$ cat src/hw/dbgcfg_pkg.sv
// Shared constants and carriers for the debug configuration block.
// Assumes a 32-bit configuration word and a 34-bit serial frame.
package dbgcfg_pkg;
    // Configuration word field positions
    localparam int          CFG_INHIBIT_BIT = 16;
    localparam int          CFG_MAP_BIT     = 15;
    localparam int          CFG_TRACE_BIT   = 14;
    localparam int          CFG_FORCE_BIT   = 13;
    localparam int          CFG_OPND_LSB    = 11;
    localparam int          CFG_UHALT_BIT   = 10;
    localparam int          CFG_BTB_LSB     = 8;
    localparam int          CFG_NPL_BIT     = 6;
    localparam int          CFG_IPI_BIT     = 5;
    localparam int          CFG_SSM_BIT     = 4;
    localparam logic [31:0] CFG_RESET       = 32'h0000_0000;
    // Writable control bits; status and reserved bits stay zero
    localparam logic [31:0] CFG_WMASK       = 32'h0001_FF70;
    localparam logic [31:0] CFG_INHIBIT_MSK = 32'h0001_0000;
    // Serial frame: two command bits then 32 data bits, MSB first
    localparam int          SER_FRAME_BITS  = 34;
    localparam logic [5:0]  SER_LAST_BIT    = 6'h21;
    localparam logic [1:0]  SER_CMD_READ    = 2'h0;
    localparam logic [1:0]  SER_CMD_WRITE   = 2'h1;
    localparam logic [1:0]  SER_CMD_GO      = 2'h2;
    // Transfer attributes
    localparam logic [1:0]  TT_NORMAL       = 2'h0;
    localparam logic [1:0]  TT_EMU          = 2'h2;
    localparam logic [2:0]  TM_EMU_DATA     = 3'h5;
    localparam logic [2:0]  TM_EMU_FETCH    = 3'h6;
    localparam logic [2:0]  TM_SUP_DATA     = 3'h5;
    localparam logic [2:0]  TM_SUP_FETCH    = 3'h6;
    localparam logic [2:0]  TM_USR_DATA     = 3'h1;
    localparam logic [2:0]  TM_USR_FETCH    = 3'h2;
    // Operand sizes
    localparam logic [1:0]  SIZE_BYTE       = 2'h0;
    localparam logic [1:0]  SIZE_WORD       = 2'h1;
    localparam logic [1:0]  SIZE_LONG       = 2'h2;

    typedef struct packed {
        logic [1:0] transfer_type;
        logic [2:0] transfer_modifier;
    } dbgcfg_attr_type;

    typedef struct packed {
        logic       valid;
        logic [7:0] data;
    } dbgcfg_debug_data_port_type;

    typedef enum logic [0:0] {
        STEP_RUN    = 1'b0,
        STEP_HALTED = 1'b1
    } dbgcfg_step_type;
endpackage

$ cat src/hw/dbgcfg_top.sv
// Debug configuration word, emulator-mode controls, debug data capture and serial debug port.
// Assumes core-side inputs are on i_sys_clk; the serial pins and reset pin are asynchronous.
// Summary of operation
// - Inhibit bit blocks core writes; only serial commands change the inhibit bit.
// - Emulator references with mapping set use transfer type 10, modifier 101/110.
// - Emulator references with mapping clear go to supervisor data and fetch spaces.
// - Trace exception enters emulator mode when trace-to-emulator is set.
// - Force-emulator bit sampled only at reset pin negation; selects emulator start.
// - Operand capture select: none, writes, reads, or both.
// - Captured operand bytes match reference size: one, two or four.
// - Halt legal in supervisor only, unless user halt permit set.
// - Branch target byte select: none, two, three or four bytes.
// - Branch target bytes shown least significant first.
// - Only taken variable-addressing branches, returns and vectors capture targets.
// - No-overlap bit forces one instruction at a time.
// - Interrupt levels ignored while stepping with mask bit set.
// - Single step halts after each instruction; go resumes for one more.
// - Serial output changes only on serial clock rise, never between transfers.
// - First serial clock rise starts shifting the response MSB out.
// - Configuration word clears to zero on system reset.
// - Serial side reads and writes the word; core side writes only.
`timescale 1ns/1ns
module dbgcfg_top (
    // Clock and reset
    input  wire logic                     i_sys_clk,
    input  wire logic                     i_rst_b,
    // Pins
    input  wire logic                     i_reset_input_n,
    input  wire logic                     i_serial_debug_clock,
    input  wire logic                     i_serial_debug_in,
    output logic                          o_serial_debug_out,
    // Core configuration write, supervisor side
    input  wire logic                     i_core_wr_en,
    input  wire logic [31:0]              i_core_wr_data,
    // Core events
    input  wire logic                     i_trace_exc,
    input  wire logic                     i_emu_exit,
    input  wire logic                     i_instr_done,
    input  wire logic                     i_halt_exec,
    input  wire logic                     i_supervisor,
    input  wire logic [2:0]               i_core_irq_level,
    // Core references
    input  wire logic                     i_ref_valid,
    input  wire logic                     i_ref_fetch,
    // Operand and branch capture
    input  wire logic                     i_opnd_valid,
    input  wire logic                     i_opnd_write,
    input  wire logic [1:0]               i_opnd_size,
    input  wire logic [31:0]              i_opnd_data,
    input  wire logic                     i_br_taken,
    input  wire logic                     i_br_variant,
    input  wire logic [31:0]              i_br_addr,
    // Core controls and status
    output logic                          o_emulator_mode,
    output dbgcfg_pkg::dbgcfg_attr_type   o_ref_attr,
    output dbgcfg_pkg::dbgcfg_debug_data_port_type  o_debug_data_port,
    output logic                          o_halt_ok,
    output logic                          o_halt_priv_err,
    output logic                          o_no_overlap_exec,
    output logic [2:0]                    o_core_irq_level,
    output logic                          o_core_step_halt
);
    import dbgcfg_pkg::*;

    logic [1:0]      rst_sync_reg;
    logic            rst_b;
    logic [2:0]      sclk_sync_reg;
    logic [1:0]      sdi_sync_reg;
    logic [2:0]      rin_sync_reg;
    logic            sclk_rise;
    logic            rin_rise;
    logic [5:0]      bit_cnt_reg;
    logic [32:0]     rx_reg;
    logic [33:0]     tx_reg;
    logic [33:0]     frame;
    logic            ser_done;
    logic [31:0]     cfg_reg;
    logic [31:0]     sh_reg;
    logic [2:0]      left_reg;
    dbgcfg_step_type step_reg;

    function automatic logic opnd_hit(input logic [1:0] sel, input logic wr);
        opnd_hit = wr ? sel[0] : sel[1];
    endfunction

    function automatic logic [2:0] size_bytes(input logic [1:0] size);
        case (size)
            SIZE_BYTE: size_bytes = 3'h1;
            SIZE_WORD: size_bytes = 3'h2;
            default:   size_bytes = 3'h4;
        endcase
    endfunction

    always_ff @(posedge i_sys_clk or negedge i_rst_b) begin
        if (!i_rst_b) begin
            rst_sync_reg <= 2'h0;
        end else begin
            rst_sync_reg <= {rst_sync_reg[0], 1'b1};
        end
    end
    assign rst_b = rst_sync_reg[1];

    // Stage 0 of each synchroniser feeds stage 1 only
    always_ff @(posedge i_sys_clk or negedge rst_b) begin
        if (!rst_b) begin
            sclk_sync_reg <= 3'h0;
            sdi_sync_reg  <= 2'h0;
            // Reset pin idles high; starting high avoids a false negation edge after reset
            rin_sync_reg  <= 3'h7;
        end else begin
            sclk_sync_reg <= {sclk_sync_reg[1:0], i_serial_debug_clock};
            sdi_sync_reg  <= {sdi_sync_reg[0], i_serial_debug_in};
            rin_sync_reg  <= {rin_sync_reg[1:0], i_reset_input_n};
        end
    end
    assign sclk_rise = sclk_sync_reg[1] & ~sclk_sync_reg[2];
    assign rin_rise  = rin_sync_reg[1] & ~rin_sync_reg[2];
    assign frame     = {rx_reg, sdi_sync_reg[1]};
    assign ser_done  = sclk_rise && (bit_cnt_reg == SER_LAST_BIT);

    always_ff @(posedge i_sys_clk or negedge rst_b) begin
        if (!rst_b) begin
            bit_cnt_reg        <= 6'h00;
            rx_reg             <= 33'h0_0000_0000;
            tx_reg             <= 34'h0_0000_0000;
            o_serial_debug_out <= 1'b0;
        end else if (sclk_rise) begin
            rx_reg      <= frame[32:0];
            bit_cnt_reg <= ser_done ? 6'h00 : bit_cnt_reg + 6'h01;
            if (bit_cnt_reg == 6'h00) begin
                o_serial_debug_out <= 1'b0;
                tx_reg             <= {2'h0, cfg_reg} << 1;
            end else begin
                o_serial_debug_out <= tx_reg[33];
                tx_reg             <= tx_reg << 1;
            end
        end
    end

    // configuration writes; serial wins a same-cycle clash
    always_ff @(posedge i_sys_clk or negedge rst_b) begin
        if (!rst_b) begin
            cfg_reg <= CFG_RESET;
        end else if (ser_done && frame[33:32] == SER_CMD_WRITE) begin
            cfg_reg <= frame[31:0] & CFG_WMASK;
        end else if (i_core_wr_en && !cfg_reg[CFG_INHIBIT_BIT]) begin
            cfg_reg <= (i_core_wr_data & CFG_WMASK & ~CFG_INHIBIT_MSK) | (cfg_reg & CFG_INHIBIT_MSK);
        end
    end

    always_ff @(posedge i_sys_clk or negedge rst_b) begin
        if (!rst_b) begin
            o_emulator_mode <= 1'b0;
        end else if (rin_rise) begin
            o_emulator_mode <= cfg_reg[CFG_FORCE_BIT];
        end else if (i_trace_exc && cfg_reg[CFG_TRACE_BIT]) begin
            o_emulator_mode <= 1'b1;
        end else if (i_emu_exit) begin
            o_emulator_mode <= 1'b0;
        end
    end

    always_ff @(posedge i_sys_clk or negedge rst_b) begin
        if (!rst_b) begin
            o_ref_attr <= '0;
        end else if (i_ref_valid) begin
            if (o_emulator_mode && cfg_reg[CFG_MAP_BIT]) begin
                o_ref_attr.transfer_type     <= TT_EMU;
                o_ref_attr.transfer_modifier <= i_ref_fetch ? TM_EMU_FETCH : TM_EMU_DATA;
            end else begin
                o_ref_attr.transfer_type <= TT_NORMAL;
                if (o_emulator_mode || i_supervisor) begin
                    o_ref_attr.transfer_modifier <= i_ref_fetch ? TM_SUP_FETCH : TM_SUP_DATA;
                end else begin
                    o_ref_attr.transfer_modifier <= i_ref_fetch ? TM_USR_FETCH : TM_USR_DATA;
                end
            end
        end
    end

    // capture; one item at a time, new ones dropped while busy
    always_ff @(posedge i_sys_clk or negedge rst_b) begin
        if (!rst_b) begin
            sh_reg            <= 32'h0000_0000;
            left_reg          <= 3'h0;
            o_debug_data_port <= '0;
        end else begin
            o_debug_data_port.valid <= (left_reg != 3'h0);
            o_debug_data_port.data  <= sh_reg[7:0];
            if (left_reg != 3'h0) begin
                sh_reg   <= sh_reg >> 8;
                left_reg <= left_reg - 3'h1;
            end else if (i_br_taken && i_br_variant && cfg_reg[CFG_BTB_LSB+:2] != 2'h0) begin
                sh_reg   <= i_br_addr;
                left_reg <= {1'b0, cfg_reg[CFG_BTB_LSB+:2]} + 3'h1;
            end else if (i_opnd_valid && opnd_hit(cfg_reg[CFG_OPND_LSB+:2], i_opnd_write)) begin
                sh_reg   <= i_opnd_data;
                left_reg <= size_bytes(i_opnd_size);
            end
        end
    end

    always_ff @(posedge i_sys_clk or negedge rst_b) begin
        if (!rst_b) begin
            o_halt_ok         <= 1'b0;
            o_halt_priv_err   <= 1'b0;
            o_no_overlap_exec <= 1'b0;
            o_core_irq_level  <= 3'h0;
        end else begin
            o_halt_ok         <= i_halt_exec && (i_supervisor || cfg_reg[CFG_UHALT_BIT]);
            o_halt_priv_err   <= i_halt_exec && !i_supervisor && !cfg_reg[CFG_UHALT_BIT];
            o_no_overlap_exec <= cfg_reg[CFG_NPL_BIT];
            o_core_irq_level  <= (cfg_reg[CFG_IPI_BIT] && cfg_reg[CFG_SSM_BIT]) ? 3'h0 : i_core_irq_level;
        end
    end

    // single step; while halted, a go beats a same-cycle completion
    always_ff @(posedge i_sys_clk or negedge rst_b) begin
        if (!rst_b) begin
            step_reg <= STEP_RUN;
        end else begin
            case (step_reg)
                STEP_RUN:    step_reg <= (cfg_reg[CFG_SSM_BIT] && i_instr_done) ? STEP_HALTED : STEP_RUN;
                STEP_HALTED: begin
                    if (!cfg_reg[CFG_SSM_BIT] || (ser_done && frame[33:32] == SER_CMD_GO)) begin
                        step_reg <= STEP_RUN;
                    end
                end
                default:     step_reg <= STEP_RUN;
            endcase
        end
    end
    assign o_core_step_halt = (step_reg == STEP_HALTED);
endmodule
$ cat config.mk
export PLATFORM = sky130hd
export DESIGN_NAME = dbgcfg_top
export DESIGN_NICKNAME = d
export VERILOG_FILES = /design/src/hw/dbgcfg_pkg.sv /design/src/hw/dbgcfg_top.sv
export SDC_FILE = /design/constraint.sdc
export NUM_CORES = 1
export LEC_CHECK = 0
export ABC_AREA = 1
export BUFFER_PORTS_ARGS = -buffer_cell sky130_fd_sc_hd__clkbuf_2
export CORE_AREA = 2 2 135 137
export CTS_BUF_LIST = sky130_fd_sc_hd__clkbuf_8 sky130_fd_sc_hd__clkbuf_16
export CTS_CLUSTER_DIAMETER = 60
export CTS_CLUSTER_SIZE = 30
export DETAILED_ROUTE_END_ITERATION = 10
export DIE_AREA = 0 0 137 139
export SLEW_MARGIN = 15
export SYNTH_ARGS = -nofsm -noshare
export SYNTH_HDL_FRONTEND = slang
export SYNTH_SLANG_ARGS = --single-unit
$ cat constraint.sdc
create_clock -name i_sys_clk -period 13.7 [get_ports i_sys_clk]
set_input_delay 1.37 -clock i_sys_clk [delete_from_list [all_inputs] [get_ports i_sys_clk]]
set_output_delay 1.37 -clock i_sys_clk [all_outputs]
set_load 0.1 [all_outputs]
==> impl_metrics.json <==
{
  "status": "complete, no violations",
  "postRouteAntennaNets": 0,
  "path_cells": "clkbuf_2",
  "synth_area_leaders": "dfrtp_1 52%, nand2_1 24%, nand3_1 5.2%, inv_1 5.1%, buf_2 1.8%",
  "p_seq_share_pct": 39.3,
  "gr-total-overflow": 0,
  "p_comb_share_pct": 26.7,
  "yosys.area_share.simple_pct": 32.99,
  "synth-compound-area-share_pct": 3.326,
  "synthCells": 897,
  "worstReg2RegEnd": "tx_reg[9]$_DFFE_PN0P_",
  "synth_edf_count": 0,
  "path_buf_inv": 1,
  "nFillCells": 1768,
  "intPower_w": 0.0009661,
  "cap_violations": 0,
  "wl_um": 14740,
  "largest_register_ffs": 33,
  "grt_pass1_wl_um": 24560,
  "synthAdderAreaFrac_pct": 1.259,
  "reg2reg_from": "sclk_sync_reg[2]$_DFF_PN0_",
  "crit_type": "register to output port",
  "reg2reg_slack_ns": 11.43,
  "worstHoldPathCells": 0,
  "finalCritPeriodShare_pct": 19.23,
  "synth_top_family_by_area": "simple AND/OR/NAND/NOR gates",
  "synth_nets": 1022,
  "p_switching_w": 0.0005219,
  "crit_fanout": 3,
  "cts_hold_repair.buffers": 0,
  "ys_seq_elements": 147,
  "wire_per_inst_um": 11.94,
  "fmax_ghz": 0.3796,
  "holdCritStartpoint": "rst_sync_reg[0]$_DFF_PN0_",
  "netSwitchingFraction_pct": 35.07,
  "synthXorXnorAreaFrac_pct": 0.3776,
  "io_pins": 141,
  "ctsRootBufferMaster": "clkbuf_16",
  "clk_latency_ns": 0.42,
  "setup_viol": 0,
  "tightestPinTransition_ns": 1.083,
  "vias": 5562,
  "cts_setup_buffers": 0,
  "grt_max_degree": 75,
  "cts_tree": "yes",
  "ir_drop_v": 0.00008974,
  "netlist_area_mm2": 0.006959,
  "start_util_pct": 39.41,
  "drv_slew": 0,
  "num_rows": 49,
  "nNetsFinal": 1118,
  "fp.dieW_um": 137,
  "ys_seq_area_share_pct": 52.91,
  "clk_pin_slew_worst_paths_ns": 0.06,
  "ys.flop_type": "dfrtp_1",
  "ys_types": 35,
  "synth_area_leader_cell": "dfrtp_1",
  "die_h_um": 139,
  "dieArea_mm2": 0.01904,
  "core_mm2": 0.01766,
  "synthMuxAreaShare_pct": 0,
  "synthArstFlopShare_pct": 100.0,
  "path_depth": 1,
  "grt_util_all_layers_pct": 16.19,
  "end_kind": "output port",
  "synthTopCellsByCount": "442 x nand2_1, 144 x dfrtp_1, 94 x inv_1, 73 x nand3_1, 25 x buf_2",
  "syn_area_per_cell_um2": 7.758,
  "hold_path.class": "register to register",
  "required_ns": 12.33,
  "grt_pass1_vias": 5074,
  "crit_path_start_kind": "register",
  "whs_ns": 0.3518,
  "numCtsBuffers": 17,
  "crit_path_max_incr_delay_ns": 0.47,
  "portBuffers": 118,
  "antenna_found_initial": 0,
  "ff_latch_area_mm2": 0.003686,
  "relSlewSlack_pct": 27.72,
  "finClkSkew_ns": 0.01116,
  "crit_arrival_ns": 1.26,
  "drtIter0Drc": 386,
  "n_antenna_cell": 0,
  "numClockSinks": 147,
  "hpwl_um": 9114,
  "power_density_mw_per_mm2": 180.5,
  "leakagePower_nw": 4.795,
  "min_to": "rst_sync_reg[1]$_DFF_PN0_",
  "critPathSlowestCell": "clkbuf_2",
  "min_period_ns": 2.634,
  "yosysWarnings": 0,
  "synth_most_common_cell": "nand2_1",
  "setup_tns_ns": 0,
  "multi_input_comb_area_mm2": 0.002654,
  "dr.pass1.iters": 5,
  "reg2regPathDepth": 5,
  "place.gp.congestion": 0.7216,
  "pwr-share-clk_pct": 34.0,
  "drive_above_1_share_pct": 17.89,
  "rsz0062_at_grt": "no",
  "hold_viol_final": 0,
  "cp_top_family": "buffers and inverters",
  "ctsResizeCount": 0,
  "cts.path.max_buffers": 2,
  "areaGrowthSynthToFinish_pct": 18.46,
  "synth.top_cell.area_share_pct": 51.78,
  "drc": 0,
  "viasPerCell": 4.504,
  "cts.htree.levels": 4
}
==> cells in the final DEF (no fill, tap or decap), types with 2 or more instances in the layout <==
cell type,Yosys,final
a21boi_0,3,3
a21oi_1,11,11
bufinv_16,0,5
clkbuf_16,0,17
clkbuf_2,1,118
clkbuf_8,0,2
clkinv_1,2,2
clkinv_2,0,3
conb_1,2,2
dfrtp_1,144,143
dfstp_2,3,3
ha_1,7,7
inv_1,94,97
inv_2,2,2
nand2_1,442,442
nand2_2,2,2
nand2_4,3,3
nand3_1,73,72
nand3_2,2,3
nand4_1,2,2
nor2_1,10,10
nor2_2,2,2
nor2_4,2,2
nor3_1,3,3
o211ai_1,3,3
o21ai_0,20,20
o21ai_1,2,2
o31ai_1,2,2
or2_2,11,11
xor2_1,3,3
==> cells by family (layout without fill, tap and decap cells) <==
kind of cell,count (synthesis),in the layout
AOI/OAI and AO/OA,42,42
xor gates and xnor gates,3,3
adders and majority gates,7,7
buffers and inverters,141,250
DFF,147,147
other,2,2
and+or+nand+nor,555,555
==> per-stage QoR <==
| step | cells | total power [W] | instance area (um^2) | util [%] | setup WS (ns) |
|---|---|---|---|---|---|
| after floorplan | 897 | 0.0009124 | 6959 | - | 9.306 |
| after global placement | 1203 | 0.0009881 | 7599 | 43.03 | 10.73 |
| after detailed placement | 1203 | 0.0009952 | 7599 | 43.03 | 10.72 |
| after CTS | 1235 | 0.001511 | 8244 | 46.69 | 11.03 |
| after global routing | 1235 | 0.001589 | 8244 | 46.69 | 10.99 |
| final | 1235 | 0.001488 | 8244 | 46.69 | 11.07 |
==> how the worst max path moves through the flow <==
stage,slack [ns],endpoint,start
floorplan,9.31,bit_cnt_reg[0]$_DFFE_PN0P_,rst_sync_reg[1]$_DFF_PN0_
global placement,10.73,sh_reg[28]$_DFFE_PN0P_,i_br_taken
detailed placement,10.72,sh_reg[22]$_DFFE_PN0P_,i_br_taken
CTS,11.03,o_emulator_mode,o_emulator_mode$_DFFE_PN0P_
global route,10.99,o_emulator_mode,o_emulator_mode$_DFFE_PN0P_
finish,11.07,o_emulator_mode,o_emulator_mode$_DFFE_PN0P_
==> metal layers <==
layer | vias up | share of wire [%] | GRT usage, %
li1 | 2904 | - | -
met1 | 2545 | 48 | 22.59
met2 | 105 | 46 | 24.64
met3 | 8 | 4.5 | 3.874
met4 | 0 | 0.73 | 5.534
met5 | - | 0 | 0
==> power by group through the flow <==
stage | Combinational (W) | Clock (W) | Sequential (W)
2_1_floorplan | 0.000231 | 0 | 0.000682
3_3_place_gp | 0.000399 | 0 | 0.000589
3_5_place_dp | 0.000404 | 0 | 0.000591
4_1_cts | 0.000405 | 0.000521 | 0.000585
5_1_grt | 0.000451 | 0.000541 | 0.000597
6_report | 0.000398 | 0.000506 | 0.000585
==> layout make-up <==
class / count / area share [%]
clock buffers: 19 / 5.494
clock inverters: 13 / 2.337
flip-flops and latches: 147 / 44.71
well taps: 229 / 3.475
multi-input cells: 609 / 32.19
repair buffers: 119 / 7.255
inverters: 99 / 4.538
Power figures use the tool's default switching activity.
